File: src/common/asp_pkg.sv
// Package for the asynchronous serial port: register map, field positions,
// reset values, sequencing counts and state encodings.
// Assumes one clock (aclk) that plays the part of the oscillator.
package asp_pkg;

	// ----------------------------------------------------------------
	// Register map (byte addresses on AXI4-Lite)
	// ----------------------------------------------------------------
	localparam logic [7:0] OFS_CTRL = 8'h00;  // serial_control
	localparam logic [7:0] OFS_BUF  = 8'h04;  // serial_buffer
	localparam logic [7:0] OFS_BAUD = 8'h08;  // baud_doubler
	localparam logic [7:0] OFS_STAT = 8'h0C;  // busy status

	// serial_control fields, then baud_doubler and status bits
	localparam int CTRL_RX_DONE  = 0;  // rx_done_flag
	localparam int CTRL_TX_DONE  = 1;  // tx_done_flag
	localparam int CTRL_RX_NINTH = 2;  // rx_ninth_bit
	localparam int CTRL_TX_NINTH = 3;  // tx_ninth_bit
	localparam int CTRL_REN      = 4;  // receive allow
	localparam int CTRL_FILTER   = 5;  // multiproc_filter
	localparam int CTRL_MODE     = 6;  // mode field, two bits
	localparam int BAUD_DBL  = 0;  // baud_doubler
	localparam int STAT_TXB  = 0;  // transmitter busy
	localparam int STAT_RXB  = 1;  // receiver busy

	localparam logic [7:0] CTRL_RST = 8'h00;
	localparam logic       DBL_RST  = 1'b0;

	// Frame modes
	localparam logic [1:0] MODE_SHIFT = 2'b00;  // not implemented here
	localparam logic [1:0] MODE_10    = 2'b01;
	localparam logic [1:0] MODE_11F   = 2'b10;
	localparam logic [1:0] MODE_11V   = 2'b11;

	// Sequencing counts
	localparam logic [3:0] MC_LAST   = 4'hB;    // twelve clocks per machine cycle
	localparam logic [3:0] DIV_LAST  = 4'hF;    // divide-by-16 rollover state
	localparam logic [3:0] SAMP_A    = 4'h7;
	localparam logic [3:0] SAMP_B    = 4'h8;
	localparam logic [3:0] SAMP_C    = 4'h9;
	localparam logic [8:0] RX_FILL   = 9'h1FF;
	localparam logic [7:0] TX_MARK   = 8'h01;   // end marker pattern above output bit
	localparam logic [1:0] PRE_SLOW  = 2'h3;    // 16x tick every 4 clocks
	localparam logic [1:0] PRE_FAST  = 2'h1;    // 16x tick every 2 clocks
	localparam logic [3:0] STEPS_10  = 4'hA;
	localparam logic [3:0] STEPS_11  = 4'hB;

	// Bus responses
	localparam logic [1:0] RESP_OKAY   = 2'b00;
	localparam logic [1:0] RESP_SLVERR = 2'b10;

	typedef enum logic [2:0] {
		TX_IDLE  = 3'b001,
		TX_START = 3'b010,
		TX_DATA  = 3'b100
	} asp_tx_e;

	typedef enum logic [2:0] {
		RX_IDLE = 3'b001,
		RX_RUN  = 3'b010,
		RX_STOP = 3'b100
	} asp_rx_e;

endpackage

File: src/core/asp_rate_gen.sv
// 16x bit-rate tick generator for the serial port.
// Assumes t1_overflow is a one-clock pulse from timer logic on aclk.
`timescale 1ns/1ps
module asp_rate_gen (
	input  wire logic aclk,         // Oscillator clock
	input  wire logic aresetn,      // Synchronous reset, active low
	input  wire logic fixed_rate,   // Fixed-rate eleven-bit mode selected
	input  wire logic doubler,      // baud_doubler
	input  wire logic t1_overflow,  // Timer 1 overflow pulse
	output logic      tick16        // One pulse per 1/16 bit time
);
	import asp_pkg::*;

	typedef struct packed {
		logic [1:0] presc;
		logic       half;
		logic       tick;
	} asp_rg_s;

	asp_rg_s s;
	asp_rg_s next_s;

	// ----------------------------------------------------------------
	// Rate selection
	// ----------------------------------------------------------------
	// Fixed mode: bit rate osc/64 or osc/32, so the 16x tick is osc/4 or osc/2
	always_comb begin
		next_s      = s;
		next_s.tick = 1'b0;
		if (fixed_rate) begin
			if (s.presc >= (doubler ? PRE_FAST : PRE_SLOW)) begin
				next_s.presc = 2'h0;
				next_s.tick  = 1'b1;
			end else begin
				next_s.presc = s.presc + 2'h1;
			end
		end else if (t1_overflow) begin
			// Timer rate: bit = 2^dbl/32 * overflow, so 16x tick = overflow / (2 - dbl)
			next_s.presc = 2'h0;
			next_s.half  = ~s.half;
			next_s.tick  = doubler | s.half;
		end
	end

	always_ff @(posedge aclk) begin
		if (!aresetn)
			s <= '0;
		else
			s <= next_s;
	end

	assign tick16 = s.tick;
endmodule

File: src/core/asp_rx_sampler.sv
// Receive pin synchroniser and falling-edge detector at the 16x rate.
// Assumes rx_pin is asynchronous to aclk.
`timescale 1ns/1ps
module asp_rx_sampler (
	input  wire logic aclk,      // Oscillator clock
	input  wire logic aresetn,   // Synchronous reset, active low
	input  wire logic rx_pin,    // Raw receive pin
	input  wire logic tick16,    // 16x sampling tick
	output logic      rx_level,  // Synchronised pin level
	output logic      rx_fall    // High-to-low seen at a 16x tick
);
	import asp_pkg::*;

	typedef struct packed {
		logic s1;
		logic s2;
		logic prev;
		logic fall;
	} asp_rs_s;

	asp_rs_s s;
	asp_rs_s next_s;

	// ----------------------------------------------------------------
	// Synchroniser and edge search
	// ----------------------------------------------------------------
	// Only s2 is looked at; s1 feeds s2 alone to keep metastability contained
	always_comb begin
		next_s      = s;
		next_s.s1   = rx_pin;
		next_s.s2   = s.s1;
		next_s.fall = tick16 & s.prev & ~s.s2;
		if (tick16)
			next_s.prev = s.s2;
	end

	// Line idles high, so reset to ones to avoid a false edge
	always_ff @(posedge aclk) begin
		if (!aresetn)
			s <= 4'b1110;
		else
			s <= next_s;
	end

	assign rx_level = s.s2;
	assign rx_fall  = s.fall;
endmodule

File: src/core/asp_serial_port.sv
// Asynchronous serial port, ten-bit and eleven-bit frame modes, AXI4-Lite slave.
// Assumes aclk is the oscillator and t1_overflow comes from timer logic on aclk.
//
// The address map and the AXI4-Lite register port are this design's own decisions.
`timescale 1ns/1ps
// Function
// Ten-bit frame: start, eight LSB-first, stop
// Ten-bit mode rate comes from timer 1
// Buffer write loads shifter, marker 1 ninth
// Start at cycle start after next rollover
// Start bit, then data, then shifting
// Ten-bit: zeros fill, done at tenth rollover
// Eleven-bit frame adds programmed ninth bit
// Fixed mode osc/32 or /64; other timer
// Eleven-bit: ninth loaded, done at eleventh
// Falling edge restarts counter, fills ones
// Majority of samples seven, eight, nine
// Non-low start bit resets the receiver
// Ten-bit load gated by flag and filter
// Failed frame dropped; search resumes anyway
// Eleven-bit load gated by ninth bit
// Stop ignored; resume one bit later
// Interrupt is OR of both done flags
// Software flag writes act like hardware
// Start recognised only with receive allowed
// Fixed mode: doubler 0 slow, 1 fast
// Timer rate scales by doubler over 32
// Counter steps per tick, rollover bit boundary
// Machine cycle of twelve oscillator clocks
module asp_serial_port (
	input  wire logic        aclk,           // Oscillator clock, 25 MHz
	input  wire logic        aresetn,        // Synchronous reset, active low
	input  wire logic [7:0]  s_axi_awaddr,   // Write address
	input  wire logic        s_axi_awvalid,  // Write address valid
	output logic             s_axi_awready,  // Write address ready
	input  wire logic [31:0] s_axi_wdata,    // Write data
	input  wire logic [3:0]  s_axi_wstrb,    // Write strobes
	input  wire logic        s_axi_wvalid,   // Write data valid
	output logic             s_axi_wready,   // Write data ready
	output logic [1:0]       s_axi_bresp,    // Write response
	output logic             s_axi_bvalid,   // Write response valid
	input  wire logic        s_axi_bready,   // Write response ready
	input  wire logic [7:0]  s_axi_araddr,   // Read address
	input  wire logic        s_axi_arvalid,  // Read address valid
	output logic             s_axi_arready,  // Read address ready
	output logic [31:0]      s_axi_rdata,    // Read data
	output logic [1:0]       s_axi_rresp,    // Read response
	output logic             s_axi_rvalid,   // Read data valid
	input  wire logic        s_axi_rready,   // Read data ready
	input  wire logic        t1_overflow,    // Timer 1 overflow pulse
	input  wire logic        rx_pin,         // Receive pin
	output logic             tx_pin,         // Transmit pin
	output logic             serial_irq      // Serial interrupt request
);
	import asp_pkg::*;

	typedef struct packed {
		logic        awready;
		logic        wready;
		logic        bvalid;
		logic [1:0]  bresp;
		logic        arready;
		logic        rvalid;
		logic [1:0]  rresp;
		logic [31:0] rdata;
		logic        aw_got;
		logic        w_got;
		logic [7:0]  waddr;
		logic [7:0]  wdata;
		logic        wlane;
		logic [1:0]  mode;
		logic        filter;
		logic        ren;
		logic        tx_ninth_bit;
		logic        rx_ninth_bit;
		logic        tx_done_flag;
		logic        rx_done_flag;
		logic        dbl;
		logic [7:0]  rxbuf;
		logic [3:0]  cyc;
		asp_tx_e     tx_state;
		logic [8:0]  tx_sh;
		logic        tx_first;
		logic        tx_req;
		logic        tx_pend;
		logic [3:0]  tx_div;
		logic [3:0]  tx_steps;
		logic        txd;
		asp_rx_e     rx_state;
		logic [3:0]  rx_div;
		logic [8:0]  rx_sh;
		logic        rx_first;
		logic [2:0]  samp;
		logic        irq;
	} asp_sp_s;

	asp_sp_s s;
	asp_sp_s next_s;

	logic tick16;
	logic rx_level;
	logic rx_fall;
	logic do_wr;
	logic wr_ctrl;
	logic wr_buf;
	logic cyc_start;
	logic tx_roll;
	logic tx_step;
	logic tx_end;
	logic set_tx_done;
	logic set_rx_done;
	logic rx_roll;
	logic rx_bit;
	logic rx_start;
	logic rx_final;

	// ----------------------------------------------------------------
	// Helpers
	// ----------------------------------------------------------------
	// Aligned, in-range word addresses only
	function automatic logic addr_hit(input logic [7:0] a);
		addr_hit = (a[1:0] == 2'b00) && (a <= OFS_STAT);
	endfunction

	function automatic logic majority(input logic [2:0] v);
		majority = (v[0] & v[1]) | (v[0] & v[2]) | (v[1] & v[2]);
	endfunction

	// ----------------------------------------------------------------
	// Rate source and receive pin front end
	// ----------------------------------------------------------------
	asp_rate_gen u_rate (
		.aclk        (aclk),
		.aresetn     (aresetn),
		.fixed_rate  (s.mode == MODE_11F),
		.doubler     (s.dbl),
		.t1_overflow (t1_overflow),
		.tick16      (tick16)
	);

	asp_rx_sampler u_rxs (
		.aclk     (aclk),
		.aresetn  (aresetn),
		.rx_pin   (rx_pin),
		.tick16   (tick16),
		.rx_level (rx_level),
		.rx_fall  (rx_fall)
	);

	// ----------------------------------------------------------------
	// Next-state logic
	// ----------------------------------------------------------------
	always_comb begin
		next_s = s;
		set_tx_done = 1'b0;
		set_rx_done = 1'b0;
		rx_final = 1'b0;

		// Write channel: address and data taken in either order
		if (s.awready && s_axi_awvalid) begin
			next_s.aw_got = 1'b1;
			next_s.waddr  = s_axi_awaddr;
		end
		if (s.wready && s_axi_wvalid) begin
			next_s.w_got = 1'b1;
			next_s.wdata = s_axi_wdata[7:0];
			next_s.wlane = s_axi_wstrb[0];
		end
		if (s.bvalid && s_axi_bready)
			next_s.bvalid = 1'b0;
		do_wr = s.aw_got && s.w_got && !s.bvalid;
		if (do_wr) begin
			next_s.aw_got = 1'b0;
			next_s.w_got  = 1'b0;
			next_s.bvalid = 1'b1;
			next_s.bresp  = addr_hit(s.waddr) ? RESP_OKAY : RESP_SLVERR;
		end
		next_s.awready = !next_s.aw_got && !next_s.bvalid;
		next_s.wready  = !next_s.w_got && !next_s.bvalid;
		wr_ctrl = do_wr && s.wlane && (s.waddr == OFS_CTRL);
		wr_buf  = do_wr && s.wlane && (s.waddr == OFS_BUF);
		if (do_wr && s.wlane && (s.waddr == OFS_BAUD))
			next_s.dbl = s.wdata[BAUD_DBL];

		// Read channel: one read outstanding, data muxed at the address edge
		if (s.rvalid && s_axi_rready)
			next_s.rvalid = 1'b0;
		if (s.arready && s_axi_arvalid) begin
			next_s.rvalid = 1'b1;
			next_s.rresp  = addr_hit(s_axi_araddr) ? RESP_OKAY : RESP_SLVERR;
			next_s.rdata  = 32'h0000_0000;
			unique case (s_axi_araddr)
				OFS_CTRL: next_s.rdata[7:0] = {s.mode, s.filter, s.ren, s.tx_ninth_bit,
					s.rx_ninth_bit, s.tx_done_flag, s.rx_done_flag};
				OFS_BUF:  next_s.rdata[7:0] = s.rxbuf;
				OFS_BAUD: next_s.rdata[BAUD_DBL] = s.dbl;
				// A queued frame counts as busy, so the flag rises with the buffer write
				OFS_STAT: next_s.rdata[STAT_RXB:STAT_TXB] = {s.rx_state != RX_IDLE, (s.tx_state != TX_IDLE) || s.tx_req};
				default:  next_s.rdata = 32'h0000_0000;
			endcase
		end
		next_s.arready = !next_s.rvalid;

		// Machine cycle of twelve clocks; step phases hang off its first clock
		next_s.cyc = (s.cyc == MC_LAST) ? 4'h0 : s.cyc + 4'h1;
		cyc_start  = (s.cyc == 4'h0);

		// Transmit divide-by-16: each rollover is a bit boundary
		tx_roll = tick16 && (s.tx_div == DIV_LAST);
		if (tick16)
			next_s.tx_div = s.tx_div + 4'h1;
		if (tx_roll)
			next_s.tx_pend = 1'b1;
		tx_step = cyc_start && s.tx_pend;
		if (tx_step)
			next_s.tx_pend = 1'b0;
		if (tx_step && s.tx_state != TX_IDLE)
			next_s.tx_steps = s.tx_steps + 4'h1;

		// Transmit sequencer
		tx_end = (s.tx_sh[8:1] == TX_MARK) && ((s.mode == MODE_10) || !s.tx_first);
		unique case (s.tx_state)
			TX_IDLE: begin
				if (tx_step && s.tx_req) begin
					next_s.tx_req   = 1'b0;
					next_s.tx_state = TX_START;
					next_s.txd      = 1'b0;
					next_s.tx_steps = 4'h1;
				end
			end
			TX_START: begin
				if (tx_step) begin
					next_s.tx_state = TX_DATA;
					next_s.txd      = s.tx_sh[0];
				end
			end
			TX_DATA: begin
				if (tx_step) begin
					if (tx_end) begin
						// Final step drives the stop bit high on the line without shifting
						next_s.tx_state = TX_IDLE;
						next_s.txd      = 1'b1;
						set_tx_done     = 1'b1;
					end else begin
						// Eleven-bit first shift inserts the stop bit, then zeros
						next_s.tx_sh    = {(s.mode != MODE_10) && s.tx_first, s.tx_sh[8:1]};
						next_s.tx_first = 1'b0;
						next_s.txd      = s.tx_sh[1];
					end
				end
			end
		endcase

		// Buffer write: ignored while a frame is queued or under way
		if (wr_buf && (s.tx_state == TX_IDLE) && !s.tx_req && (s.mode != MODE_SHIFT)) begin
			next_s.tx_sh    = {(s.mode == MODE_10) ? 1'b1 : s.tx_ninth_bit, s.wdata};
			next_s.tx_req   = 1'b1;
			next_s.tx_first = 1'b1;
			next_s.tx_pend  = 1'b0;
		end

		// Receive bit timing and voting
		rx_roll  = tick16 && (s.rx_div == DIV_LAST);
		rx_bit   = majority(s.samp);
		rx_start = (s.rx_state == RX_IDLE) && rx_fall && s.ren && (s.mode != MODE_SHIFT);
		if (tick16)
			next_s.rx_div = s.rx_div + 4'h1;
		if (tick16) begin
			unique case (s.rx_div)
				SAMP_A:  next_s.samp[0] = rx_level;
				SAMP_B:  next_s.samp[1] = rx_level;
				SAMP_C:  next_s.samp[2] = rx_level;
				default: next_s.samp = s.samp;
			endcase
		end

		unique case (s.rx_state)
			RX_IDLE: begin
				if (rx_start) begin
					next_s.rx_div   = 4'h0;
					next_s.rx_sh    = RX_FILL;
					next_s.rx_first = 1'b1;
					next_s.rx_state = RX_RUN;
				end
			end
			RX_RUN: begin
				if (rx_roll) begin
					next_s.rx_sh = {rx_bit, s.rx_sh[8:1]};
					if (s.rx_first) begin
						next_s.rx_first = 1'b0;
						if (rx_bit)
							next_s.rx_state = RX_IDLE;
					end else if (!s.rx_sh[0]) begin
						// Start bit has reached the end: this is the final shift
						rx_final = 1'b1;
						if (!s.rx_done_flag && (!s.filter || rx_bit)) begin
							next_s.rxbuf = s.rx_sh[8:1];
							set_rx_done  = 1'b1;
						end
						next_s.rx_state = (s.mode == MODE_10) ? RX_IDLE : RX_STOP;
					end
				end
			end
			RX_STOP: begin
				if (rx_roll)
					next_s.rx_state = RX_IDLE;
			end
		endcase

		// Control register; hardware set beats a same-cycle software clear
		if (wr_ctrl) begin
			next_s.mode   = s.wdata[CTRL_MODE +: 2];
			next_s.filter       = s.wdata[CTRL_FILTER];
			next_s.ren          = s.wdata[CTRL_REN];
			next_s.tx_ninth_bit = s.wdata[CTRL_TX_NINTH];
			next_s.rx_ninth_bit = s.wdata[CTRL_RX_NINTH];
		end
		next_s.tx_done_flag = (wr_ctrl ? s.wdata[CTRL_TX_DONE] : s.tx_done_flag) | set_tx_done;
		next_s.rx_done_flag = (wr_ctrl ? s.wdata[CTRL_RX_DONE] : s.rx_done_flag) | set_rx_done;
		if (set_rx_done)
			next_s.rx_ninth_bit = rx_bit;
		next_s.irq = next_s.tx_done_flag | next_s.rx_done_flag;
	end

	// ----------------------------------------------------------------
	// State register
	// ----------------------------------------------------------------
	always_ff @(posedge aclk) begin
		if (!aresetn) begin
			s          <= '0;
			s.tx_state <= TX_IDLE;
			s.rx_state <= RX_IDLE;
			s.txd      <= 1'b1;
			s.rx_sh    <= RX_FILL;
			s.dbl      <= DBL_RST;
			{s.mode, s.filter, s.ren, s.tx_ninth_bit, s.rx_ninth_bit, s.tx_done_flag, s.rx_done_flag} <= CTRL_RST;
		end else begin
			s <= next_s;
		end
	end

	assign s_axi_awready = s.awready;
	assign s_axi_wready  = s.wready;
	assign s_axi_bvalid  = s.bvalid;
	assign s_axi_bresp   = s.bresp;
	assign s_axi_arready = s.arready;
	assign s_axi_rvalid  = s.rvalid;
	assign s_axi_rresp   = s.rresp;
	assign s_axi_rdata   = s.rdata;
	assign tx_pin        = s.txd;
	assign serial_irq    = s.irq;
endmodule

File: config.mk
export PLATFORM = sky130hd
export DESIGN_NAME = asp_serial_port
export DESIGN_NICKNAME = d
export VERILOG_FILES = /design/src/common/asp_pkg.sv /design/src/core/asp_rate_gen.sv /design/src/core/asp_rx_sampler.sv /design/src/core/asp_serial_port.sv
export SDC_FILE = /design/constraint.sdc
export NUM_CORES = 1
export LEC_CHECK = 0
export ABC_AREA = 1
export ABC_CLOCK_PERIOD_IN_PS = 2850
export BUFFER_PORTS_ARGS = -buffer_cell sky130_fd_sc_hd__buf_2
export CORE_MARGIN = 3
export CORE_UTILIZATION = 28
export CTS_BUF_LIST = sky130_fd_sc_hd__clkbuf_8
export DETAILED_ROUTE_END_ITERATION = 6
export HOLD_SLACK_MARGIN = 0.12
export PLACE_DENSITY_LB_ADDON = 0.1
export SLEW_MARGIN = 20
export SYNTH_ARGS = -nofsm -noshare
export SYNTH_HDL_FRONTEND = slang
export SYNTH_HIERARCHICAL = 1
export SYNTH_SLANG_ARGS = --single-unit
File: constraint.sdc
create_clock -name aclk -period 2.85 [get_ports aclk]
set_clock_uncertainty 0.15 [all_clocks]
set_input_delay 0.4275 -clock aclk [delete_from_list [all_inputs] [get_ports aclk]]
set_output_delay 0.4275 -clock aclk [all_outputs]
set_load 0.02 [all_outputs]
# == Word-level counts from Yosys, hierarchy flattened ==
# Cells that the tools add are included.
# totals
wordCells,233
register_bits,110
output_inout_bits,43
in_bits,61
# classes
magnitude_cmp,3
muxes,62
n_eq_ne,33
reduce_logical,67
bitwise,17
add_sub_neg,5
# op_table
cell,count
2-to-1 mux 35 bit,1
2-to-1 mux 10 bit,3
2-to-1 mux 3 bit,10
logical AND 1 bit,29
2-to-1 mux 1 bit,26
== test 8 x 4 -> 1 bit (second input constant),3
== test 4 bit (second input constant),5
2-to-1 mux 4 bit,5
case mux 10 bit (2 select lines),1
case mux 3 bit (3 select lines),2
2-to-1 mux 17 bit,1
adder 4 x 1 -> 4 bit (second input constant),4
== test 8 x 3 -> 1 bit (second input constant),2
less-or-equal comparator 8 x 4 -> 1 bit (second input constant),2
logical NOT 8 bit,2
nonzero test 2 bit,8
!= test 2 bit (second input constant),7
2-to-1 mux 13 bit,1
2-to-1 mux 12 bit,1
2-to-1 mux 2 bit,6
case mux 6 bit (2 select lines),1
AND reduction 2 bit,5
AND reduction 5 bit,2
logical NOT 1 bit,9
other kinds (25),51

# == Depth between registers and ports, before layout ==
# Gate-level depths: netlist (run 1).
# depth
ltp_word,12
ltp_mapped,11
depth_no_buf,10

# == Modules after synthesis ==
# The synthesis (run 1) kept the hierarchy.
# by_module_without_submodules
mod,seq_area_each_um2,cells_per_inst,instances,area_each_um2
asp_serial_port,1921.8,641,1,4599.4
asp_rate_gen,80.1,30,1,200.2
asp_rx_sampler,80.1,16,1,126.4

# == Least setup slack after synthesis (run 1) ==
# Ideal clock, no wire load.
# synth_timing
path_type,register to register
from,register s[14] (netlist name)
to,register s[10] (netlist name)
setup_ps,143
t_required_ps,2557
slack_ps,1287
stages_incl_launch_ff,8
path_buffers,1
synth_period_minus_slack_ps,1563
arrival_ps,1270
path_cell_list,dfxtp_1 ha_1 nand3_2 nor2_2 nand2_1 buf_2 nand2_2 o221ai_1
# synth_between
elab_chain_cells,4
# synth_rtl
element,line,rtl
start: declaration,asp_serial_port.sv:97,asp_sp_s s;
start signal: assignment,asp_serial_port.sv:338,s <= next_s;
== test 4 bit,asp_serial_port.sv:263,rx_roll = tick16 && (s.rx_div == DIV_LAST);
logical AND 1 bit,asp_serial_port.sv:263,
!= test 2 bit (no source line),n/a,
AND reduction 3 bit (no source line),n/a,
# No other way between the ends.
# A chain may end at the register's enable or synchronous reset.

# == Final worst setup path (run 1) ==
# layout_timing
from,register s[14] (netlist name)
to,register s[55] (netlist name)
# layout_between
elab_chain_cells,3
# layout_rtl
element,line
== test 4 bit,asp_serial_port.sv:263
logical AND 1 bit,asp_serial_port.sv:263
AND reduction 5 bit (no source line),n/a
# No other way between the ends.

==> run summary, run 1 <==
Seq/Total Area, Yosys = 0.423
cells after synthesis = 687
Hold Vio Cnt, Final = 0
Area Overhead vs Synth = 11.7%
busiest layer in global routing = met2
Antenna Nets Post-Route = 0
Crit Reg-Reg Startpoint = s[14]$_SDFF_PN0_
Slew HR = 0.636
fmax = 0.505 GHz
largest net degree at the start of global routing = 44
GRT met3 Usage = 0.0376
fill count = 1859
Global Route Usage Sum = 0.121
most numerous cell on the critical path = nor2_1
final setup vio count = 0
# IOs = 104
Critical Path Sink Type = flip-flop
CP max-delay cell = nor3b_4
Layout Nets = 796
initial antenna violation count = 0
# clock sinks = 104
via count = 4132
WHS = 0.161 ns
Routed WL per cell = 12.3 um
WP data required = 3.01 ns
most numerous cell in the Yosys netlist = nand2_1
RSZ-0062 raised after global routing = no
die height = 139 um
mean number of vias per cell = 4.34
cell leakage power = 2.64 nW
CTS root buf = clkbuf_8
global-route wire length before repair = 19300 um
Synth Warn # = 6
Worst Tran Pin Value = 0.545 ns
hold path start = s_axi_awaddr[1]
Post-synth EDFFs = 0
cell accounting for the most synthesized area = dfxtp_1
M1 GR Usage = 0.155
status = completed
kind of start point of the critical path = flip-flop
Core Area = 16900 sq um
Crit Path Max Fanout = 11
total gr overflow = 0
period utilisation layout = 0.695
post-cts sizing count = 0
port buffer count = 50
Hold Crit Class = in2reg
Die Area = 19200 sq um
number of synthesized register bits = 104
Peak VDD IR = 206 uV
detailed placement HPWL = 8640 um
ranking of synthesized cells by area = dfxtp_1 (42%), nand2_1 (9.1%), nand3_1 (7.1%)
drt first pass iters = 4
Setup crit start = s[14]$_SDFF_PN0_
drt total wl = 11700 um
CP arrival = 2.15 ns
clock buffer depth = 2
routing usage on met2 = 0.199
kind of critical path = reg2reg
syn avg cell area = 7.17 sq um
layout cell share with drive strength beyond 1 = 0.151
setup TNS = 0 ns
fin crit period = 1.98 ns
total number of H-tree levels = 3
Num CTS Buffers = 9
Syn Std Cell Area = 4930 sq um
MaxCap Viol Count = 0
Yosys cell types = 40
multi-input logic area = 2190 sq um
DR iter-0 viols = 231
post-synth top area share = 0.423
Power per Cell Area = 540 nW/um^2
# rows = 47
Top FF cell, synth = dfxtp_1
FF+latch area = 2080 sq um
Async SR Flop Fraction = 0
CP cell instances = ha_1, nand3_2, nor2_2, nand2_1, nor3b_4, nor2_1, nor2_1
leading post-synthesis cells by instance count = nand2_1 (120), dfxtp_1 (104), inv_1 (84)
number of global-route vias before repair = 3999
Final Slew Violations = 0
Placer Congestion = 0.786
Initial Util = 0.292
delay of the slowest critical-path stage = 0.42 ns
clk slew on worst S/H paths = 0.10 ns
Ant. Diodes = 0
Worst-Skew Late Latency = 0.37 ns
Die X = 139 um
CTS tree = yes
drt drc = 0
==> critical path, delay by kind of cell, from the launching register on <==
kind | cells | cell delay (ns)
adder cells (fa/ha/maj) | 1 | 0.22
AND/OR/NAND/NOR | 6 | 1.16
flip-flops | 1 | 0.40
==> metrics by stage <==
stage / cell area [sq um] / power [mW] / utilization / worst slack (ns) / cells
finish: 5500 / 2.97 / 0.326 / 0.868 / 953
global route: 5500 / 3.13 / 0.326 / 0.662 / 953
CTS: 5500 / 3.03 / 0.326 / 0.839 / 953
detailed placement: 5230 / 1.89 / 0.310 / 0.863 / 934
global placement: 5230 / 1.88 / 0.310 / 0.903 / 934
floorplan: 5020 / 1.83 / - / 1.29 / 712
==> area by class of cell <==
class	count	area share
inverters	105	0.0716
repair buffers	58	0.0578
multi-input cells	450	0.398
clock inverters	6	0.0196
well taps	220	0.0500
flip-flops and latches	104	0.378
clock buffers	10	0.0250
==> state kept, by name, indices dropped and copies added (netlist names) <==
signal / count
s: 79
s_axi_rdata: 8
u_rate/s: 3
s_axi_arready: 1
s_axi_awready: 1
s_axi_bresp: 1
s_axi_bvalid: 1
s_axi_rresp: 1
s_axi_rvalid: 1
s_axi_wready: 1
serial_irq: 1
tx_pin: 1
u_rate/tick16: 1
u_rxs/next_s: 1
u_rxs/rx_fall: 1
u_rxs/rx_level: 1
u_rxs/s: 1
==> power breakdown <==
group / internal (mW) / switching [mW] / total [mW] / leakage, nW
clock network: 0.605 / 0.509 / 1.11 / 0.128
registers: 1.51 / 0.0352 / 1.54 / 0.846
logic: 0.0979 / 0.212 / 0.310 / 1.67
total: 2.21 / 0.757 / 2.97 / 2.64
==> placed cells by master, fill, tap and decap left out, drive strengths merged <==
cell / Yosys / routed
nand2b: 1 / 1
o221ai: 7 / 7
a211oi: 1 / 1
nor3: 6 / 6
nand4: 7 / 7
o21ai: 48 / 48
ha: 7 / 7
or2: 2 / 2
nor2: 95 / 95
buf: 44 / 55
conb: 1 / 26
o211ai: 8 / 8
nand3b: 1 / 1
and3: 1 / 1
inv: 103 / 104
clkbuf: 9 / 10
o2111a: 1 / 1
a21oi: 37 / 37
xnor2: 1 / 1
o22ai: 1 / 1
nor3b: 1 / 1
xor2: 2 / 2
bufinv: 0 / 3
dlygate4sd3: 0 / 3
nand3: 73 / 73
dfxtp: 104 / 104
clkinv: 2 / 4
nand2: 124 / 124
==> path summary, 6_finish.rpt <==
check,endpoint,slack [ns],cells after the start
max,s[55]$_SDFFE_PN0P_,0.87,7
min,s[76]$_SDFFE_PN0P_,0.16,3
max reg2reg,s[55]$_SDFFE_PN0P_,0.87,7
min reg2reg,u_rxs/rx_level$_SDFF_PN1_,0.26,2
==> cells by family after synthesis <==
logic type,after synthesis,synth area share
AO/OA/AOI/OAI,103,0.116
XOR/XNOR,3,0.00533
adder cells (fa/ha/maj),7,0.0178
buffers and inverters,158,0.152
flip-flops,104,0.423
other,1,0.000761
AND/OR/NAND/NOR,311,0.285
==> layer usage <==
metal  routed length (um)  up-vias
met5                    0        -
met2                 5320       71
met1                 5780     1834
met3                  460       11
met4                  126        0
li1                     -     2216
==> what timing repair did <==
item                                    4_1_cts  5_1_grt
endpoints found under the setup margin        0        0
hold endpoints to repair                      2        0
hold buffers                                  3        0
setup buffers                                 0        0
Power figures use the tool's default switching activity.
==> inputs of run 2 (changes only) <==
--- a/config.mk
+++ b/config.mk
@@ -5,8 +5,8 @@
 export SDC_FILE = /design/constraint.sdc
 export NUM_CORES = 1
 export LEC_CHECK = 0
-export ABC_AREA = 1
-export ABC_CLOCK_PERIOD_IN_PS = 2850
+export ABC_AREA = 0
+export ABC_CLOCK_PERIOD_IN_PS = 1600
 export BUFFER_PORTS_ARGS = -buffer_cell sky130_fd_sc_hd__buf_2
 export CORE_MARGIN = 3
 export CORE_UTILIZATION = 28
==> constraint.sdc (replaced) <==
create_clock -name aclk -period 1.6 [get_ports aclk]
set_clock_uncertainty 0.15 [all_clocks]
set_input_delay 0.24 -clock aclk [delete_from_list [all_inputs] [get_ports aclk]]
set_output_delay 0.24 -clock aclk [all_outputs]
set_load 0.02 [all_outputs]
==> run 2 against run 1 <==
Net effect: core utilization increased by 7.5 points; non-clock buffer count is 96 higher; fmax down 8.7%; critical path depth decreased by 2; critical path type unchanged; cell area is 17% higher; the flow now finishes with violations (negative setup slack); largest power group unchanged; cell count decreased by 7.9%; largest cell class unchanged; wire length increased by 5.5%.
==> run summary, run 2 <==
most numerous cell in the Yosys netlist = dfxtp_1
FF+latch area = 2100 sq um (+0.96%)
Post-Synth Simple-Gate Area = 0.229 (-0.0565)
number of synthesized register bits = 104 (unchanged)
cell accounting for the most synthesized area = dfxtp_1
Hold Vio Cnt, Final = 0 (unchanged)
Global Route Usage Sum = 0.138 (+0.0169)
fmax = 0.461 GHz (-8.7%)
# rows = 46 (-2.1%)
Placer Congestion = 0.789 (+0.41%)
max FFs per register = 79 (unchanged)
failing checks = negative setup slack
ranking of synthesized cells by area = dfxtp_1 (45%), mux2i_1 (6.5%), nand2_1 (6.4%)
Synth Area in XOR/XNOR = 0.0152 (+0.00990)
# clock sinks = 104 (unchanged)
die height = 134 um (-3.2%)
Crit Path Max Fanout = 6 (-5)
detailed placement HPWL = 8610 um (-0.32%)
reg2reg setup slack = -0.57 ns (-1.44 ns)
Yosys cell types = 59 (+48%)
Die Area = 18000 sq um (-6.3%)
fin crit period = 2.17 ns (+0.189 ns)
worst setup path end = s[34]$_SDFFE_PN0P_
Synth Warn # = 6 (unchanged)
Routed WL per cell = 14.0 um (+15%)
CTS tree = yes
initial antenna violation count = 0 (unchanged)
Power per Cell Area = 781 nW/um^2 (+45%)
status = complete, but fails checks
number of global-route vias before repair = 3849 (-3.8%)
CP arrival = 2.29 ns (+0.14 ns)
Final Slew Violations = 0 (unchanged)
placed cell count = 825 (-12%)
cells after synthesis = 524 (-24%)
most flop-heavy register = s
leading post-synthesis cells by instance count = dfxtp_1 (104), nand2_1 (79), nor2_1 (48)
# IOs = 104 (unchanged)
global-route wire length before repair = 19700 um (+2.4%)
Worst-Skew Late Latency = 0.37 ns (about the same)
Worst R2R End = s[34]$_SDFFE_PN0P_
kind of start point of the critical path = flip-flop
clock buffer depth = 2 (unchanged)
setup TNS = -10.18 ns (-10.18 ns)
Seq/Total Area, Yosys = 0.453 (+0.0300)
most common cell after layout, fill and taps aside = dfxtp_1
kind of critical path = reg2reg
syn avg cell area = 8.78 sq um (+22%)
final setup vio count = 51 (+51)
clk slew on worst S/H paths = 0.09 ns (about the same)
Ant. Diodes = 0 (unchanged)
Non-Filler Instances = 878 (-7.9%)
drt first pass iters = 6 (+2)
Top FF cell, synth = dfxtp_1
Placed Area = 5520 sq um (+5.6%)
M1 wire length = 6010 um (+3.9%)
WP data required = 1.72 ns (-1.29 ns)
Hold Crit Class = in2reg
reg2reg path depth = 5 (-2)
period utilisation layout = 1.36 (+0.662)
Adder-Cell Fraction of Synth Area = 0.0212 (+0.00344)
Pwr Total = 5.02 mW (+69%)
Peak VDD IR = 374 uV (+82%)
multi-input logic area = 2630 sq um (+20%)
proportion of synthesized area in mux cells = 0.0677 (+0.0677)
Die X = 134 um (-3.2%)
highest routed layer = met4
largest family of logic cells by synthesized area = simple AND/OR/NAND/NOR gates
Critical Path Sink Type = flip-flop
WL met2 = 5640 um (+6.1%)
Async SR Flop Fraction = 0 (unchanged)
Worst Slack Setup Final = -0.571 ns (-1.44 ns)
fill count = 1640 (-12%)
RSZ-0062 raised after global routing = yes
DR iter-0 viols = 250 (+8.2%)
Num CTS Buffers = 9 (unchanged)
Area Overhead vs Synth = 39.6%
cell leakage power = 2.63 nW (-0.33%)
drt total wl = 12300 um (+5.5%)
Antenna Nets Post-Route = 0 (unchanged)
Core Area = 16000 sq um (-5.2%)
final instance area = 6420 sq um (+17%)
layout cell share with drive strength beyond 1 = 0.344 (+0.193)
post-synthesis compound-gate area fraction = 0.126 (+0.00960)
post-synth top area share = 0.453 (+0.0300)
routed wl met3 = 519 um (+13%)
Final Util = 0.401 (+0.0753)
Syn Std Cell Area = 4600 sq um (-6.6%)
Post-synth EDFFs = 0 (unchanged)
largest net degree at the start of global routing = 58 (+32%)
total number of H-tree levels = 3 (unchanged)
most frequent cells in the layout = dfxtp_1 (92), nand2_1 (75), buf_4 (61), buf_2 (50), nor2_1 (43)
Setup crit start = s[44]$_SDFFE_PN0P_
mean number of vias per cell = 4.56 (+5.2%)
total gr overflow = 0 (unchanged)
Crit Reg-Reg Startpoint = s[44]$_SDFFE_PN0P_
CTS root buf = clkbuf_8
MaxCap Viol Count = 0 (unchanged)
port buffer count = 50 (unchanged)
drt drc = 0 (unchanged)
via count = 4004 (-3.1%)
Layout Nets = 725 (-8.9%)
Initial Util = 0.287 (-0.00441)
-- run 2: cell families (layout without fill, tap and decap cells) --
logic type	after synthesis	count (layout)
AND/OR/NAND/NOR	213	215
flip-flops	104	104
AO/OA/AOI/OAI	92	92
buffers and inverters	67	178
multiplexers	31	31
adder cells (fa/ha/maj)	8	8
XOR/XNOR	8	8
other	1	26
-- run 2: power by group --
group / internal, mW / total (mW) / switching [mW]
logic: 0.238 / 0.532 / 0.294
registers: 2.65 / 2.69 / 0.0471
clock network: 0.906 / 1.79 / 0.885
total: 3.79 / 5.02 / 1.23
-- run 2: worst max-delay path: stages (launching register included) --
cell and delay, ns:
dfxtp_2 0.33, or3b_4 0.39, or4b_4 0.52, or3_4 0.45
o21ai_0 0.17, a21oi_1 0.05
-- run 2: cell type report --
type / count / share of cell area
sequential: 104 / 0.327
timing repair buffer: 154 / 0.184
inverter: 8 / 0.00468
multi-input combinational: 380 / 0.409
tap: 216 / 0.0421
clock inverter: 6 / 0.0119
clock buffer: 10 / 0.0214
-- run 2: stage by stage --
stage / hold WS [ns] / worst slack [ns]
3_5_place_dp: 0.244 / -0.636
5_1_grt: 0.156 / -0.634
3_3_place_gp: 0.240 / -0.559
6_report: 0.153 / -0.571
4_1_cts: 0.133 / -0.593
2_1_floorplan: 0.152 / -0.523
-- run 2: timing repair --
action | 4_1_cts | 5_1_grt
hold buffers | 24 | 0
resized for setup | 54 | 35
endpoints found under the setup margin | 52 | 52
endpoints found under the hold margin | 37 | 0
pin swaps | 23 | 10
buffers inserted | 6 | 9
gates cloned | 2 | 0
-- run 2: worst min path at each step --
stage               cells past startpoint                       start  slack (ns)                          end
finish                                  4               s_axi_awvalid        0.15           s[79]$_SDFFE_PN0P_
global route                            5             s_axi_araddr[5]        0.16  s_axi_rdata[0]$_SDFFE_PN0P_
CTS                                     4               s_axi_awvalid        0.13           s[79]$_SDFFE_PN0P_
detailed placement                      1  u_rxs/next_s[2]$_SDFF_PN1_        0.24    u_rxs/rx_level$_SDFF_PN1_
global placement                        1  u_rxs/next_s[2]$_SDFF_PN1_        0.24    u_rxs/rx_level$_SDFF_PN1_
floorplan                               1                     aresetn        0.15      u_rxs/s[1]$_SDFFE_PN1P_
-- run 2: per-layer routing --
| layer | GRT usage | vias to the layer above |
|---|---|---|
| met5 | 0 | - |
| met4 | 0.0407 | 0 |
| met3 | 0.0326 | 11 |
| met2 | 0.225 | 74 |
| met1 | 0.183 | 1903 |
| li1 | - | 2016 |
==> inputs of run 3 (changes only) <==
--- a/config.mk
+++ b/config.mk
@@ -6,7 +6,7 @@
 export NUM_CORES = 1
 export LEC_CHECK = 0
 export ABC_AREA = 0
-export ABC_CLOCK_PERIOD_IN_PS = 1600
+export ABC_CLOCK_PERIOD_IN_PS = 2600
 export BUFFER_PORTS_ARGS = -buffer_cell sky130_fd_sc_hd__buf_2
 export CORE_MARGIN = 3
 export CORE_UTILIZATION = 28
==> constraint.sdc (replaced) <==
create_clock -name aclk -period 2.6 [get_ports aclk]
set_clock_uncertainty 0.15 [all_clocks]
set_input_delay 0.39 -clock aclk [delete_from_list [all_inputs] [get_ports aclk]]
set_output_delay 0.39 -clock aclk [all_outputs]
set_load 0.02 [all_outputs]
==> run 3 against run 2 <==
Net effect: the flow now finishes without violations; fmax is 12% lower; die area stayed put; global-route usage is 1.4 points lower; cell count is 8.5% lower; sequential power is 38% lower; wire length is 12% lower; clock power is 42% lower; cell area is 17% lower; flip-flop and latch count stayed put; via count is 10% lower; highest routed layer unchanged.
==> run summary, run 3 (synthesis gave the netlist of run 2 again) <==
initial antenna violation count = 0 (unchanged)
Worst Tran Pin Value = 0.663 ns
# rows = 46 (unchanged)
mean number of vias per cell = 4.49 (-1.6%)
post-cts sizing count = 0 (-100%)
Hold Crit Class = in2reg
Hold Path Depth = 3 (-1)
DR iter-0 viols = 128 (-49%)
Area Overhead vs Synth = 15.9%
Initial Util = 0.287 (unchanged)
most flop-heavy register = s
largest net degree at the start of global routing = 45 (-22%)
Hold Vio Cnt, Final = 0 (unchanged)
drt drc = 0 (unchanged)
RSZ-0062 raised after global routing = no
status = completed
Core Area = 16000 sq um (unchanged)
Antenna Nets Post-Route = 0 (unchanged)
most frequent cells in the layout = dfxtp_1 (104), nand2_1 (79), buf_2 (50), nor2_1 (48), a21oi_1 (40)
Final Util = 0.333 (-0.0683)
total number of H-tree levels = 3 (unchanged)
fin crit period = 2.45 ns (+0.283 ns)
period utilisation layout = 0.944 (-0.413)
Ant. Diodes = 0 (unchanged)
port buffer count = 50 (unchanged)
Slew HR = 0.553
layout cell share with drive strength beyond 1 = 0.153 (-0.191)
clock buffer depth = 2 (unchanged)
cell leakage power = 2.16 nW (-18%)
Critical Path Sink Type = flip-flop
total gr overflow = 0 (unchanged)
number of global-route vias before repair = 3531 (-8.3%)
Routed WL per cell = 13.5 um (-3.6%)
WHS = 0.156 ns (+0.00347 ns)
Placer Congestion = 0.729 (-7.6%)
Power per Cell Area = 553 nW/um^2 (-29%)
Die X = 134 um (unchanged)
global-route wire length before repair = 17800 um (-9.7%)
FF+latch area = 2080 sq um (-0.95%)
Global Route Usage Sum = 0.125 (-0.0136)
drt first pass iters = 4 (-2)
kind of start point of the critical path = flip-flop
CTS tree = yes
most common cell after layout, fill and taps aside = dfxtp_1
detailed placement HPWL = 7820 um (-9.1%)
Pwr Total = 2.94 mW (-41%)
drt total wl = 10900 um (-12%)
reg2reg path depth = 5 (unchanged)
Final Slew Violations = 0 (unchanged)
# IOs = 104 (unchanged)
fill count = 1699 (+3.6%)
# Post-CTS Setup Buffers = 0 (-6)
multi-input logic area = 2210 sq um (-16%)
via count = 3602 (-10%)
WP data required = 2.70 ns (+0.98 ns)
fmax = 0.408 GHz (-12%)
setup TNS = 0 ns (+10.18 ns)
Peak VDD IR = 258 uV (-31%)
die height = 134 um (unchanged)
Die Area = 18000 sq um (unchanged)
# clock sinks = 104 (unchanged)
Non-Filler Instances = 803 (-8.5%)
Worst-Skew Late Latency = 0.38 ns (about the same)
Layout Nets = 650 (-10%)
max FFs per register = 79 (unchanged)
MaxCap Viol Count = 0 (unchanged)
final setup vio count = 0 (-100%)
CTS root buf = clkbuf_8
clk slew on worst S/H paths = 0.11 ns (+0.02 ns)
placed cell count = 768 (-6.9%)
CP arrival = 2.55 ns (+0.26 ns)
Num CTS Buffers = 9 (unchanged)
Crit Path Max Fanout = 21 (+15)
kind of critical path = reg2reg
-- run 3: changes by cell type in the layout (fill, tap and decap cells not counted), moves of 8 or more --
cell / change
dfxtp_1: +12
buf_4: -50
dfxtp_2: -10
buf_6: -17
o21ai_0: +8
nand3_2: -9
nand3_1: +10
-- run 3: cell type report --
class | count | area share
Clock inverter | 6 | 0.0113
Tap cell | 216 | 0.0507
Clock buffer | 10 | 0.0258
Multi-Input combinational cell | 378 | 0.414
Inverter | 8 | 0.00564
Timing Repair Buffer | 81 | 0.102
Sequential cell | 104 | 0.391
-- run 3: power breakdown --
part	switching [mW]	total, mW	internal [mW]	leakage, nW
clock	0.567	1.03	0.467	0.103
combinational	0.150	0.249	0.0989	1.21
sequential	0.0319	1.66	1.63	0.844
-- run 3: metrics by stage --
step / setup WS (ns) / cell area [sq um]
2_1_floorplan: 0.394 / 4690
3_3_place_gp: 0.241 / 4940
3_5_place_dp: 0.188 / 4940
4_1_cts: 0.153 / 5330
5_1_grt: 0.0435 / 5330
6_report: 0.146 / 5330
-- run 3: critical path: stages, from the launching register on --
cell and delay, ns:
dfxtp_1 0.45, or3b_4 0.44, or4b_1 0.48, or3_4 0.47, nor3_1 0.25, a311oi_2 0.07
-- run 3: worst paths after layout --
path	start	end	slack, ns
max	s[42]$_SDFFE_PN1P_	s[41]$_SDFFE_PN0P_	0.15
min	s_axi_arvalid	s_axi_rresp[1]$_SDFFE_PN0P_	0.16
max reg2reg	s[42]$_SDFFE_PN1P_	s[41]$_SDFFE_PN0P_	0.15
min reg2reg	u_rxs/next_s[2]$_SDFF_PN1_	u_rxs/rx_level$_SDFF_PN1_	0.27
-- run 3: repair_timing --
| action | CTS | global route |
|---|---|---|
| hold endpoints to repair | 19 | 0 |
| hold buffers | 19 | 0 |
| setup endpoints to repair | 0 | 0 |
-- run 3: layer usage --
layer / part of all wire / vias up / global-route usage / wire (um)
met5: 0 / - / 0 / 0
met4: 0.014 / 0 / 0.0368 / 153
li1: - / 1856 / - / -
met3: 0.049 / 8 / 0.0360 / 537
met1: 0.48 / 1663 / 0.162 / 5260
met2: 0.45 / 75 / 0.203 / 4930
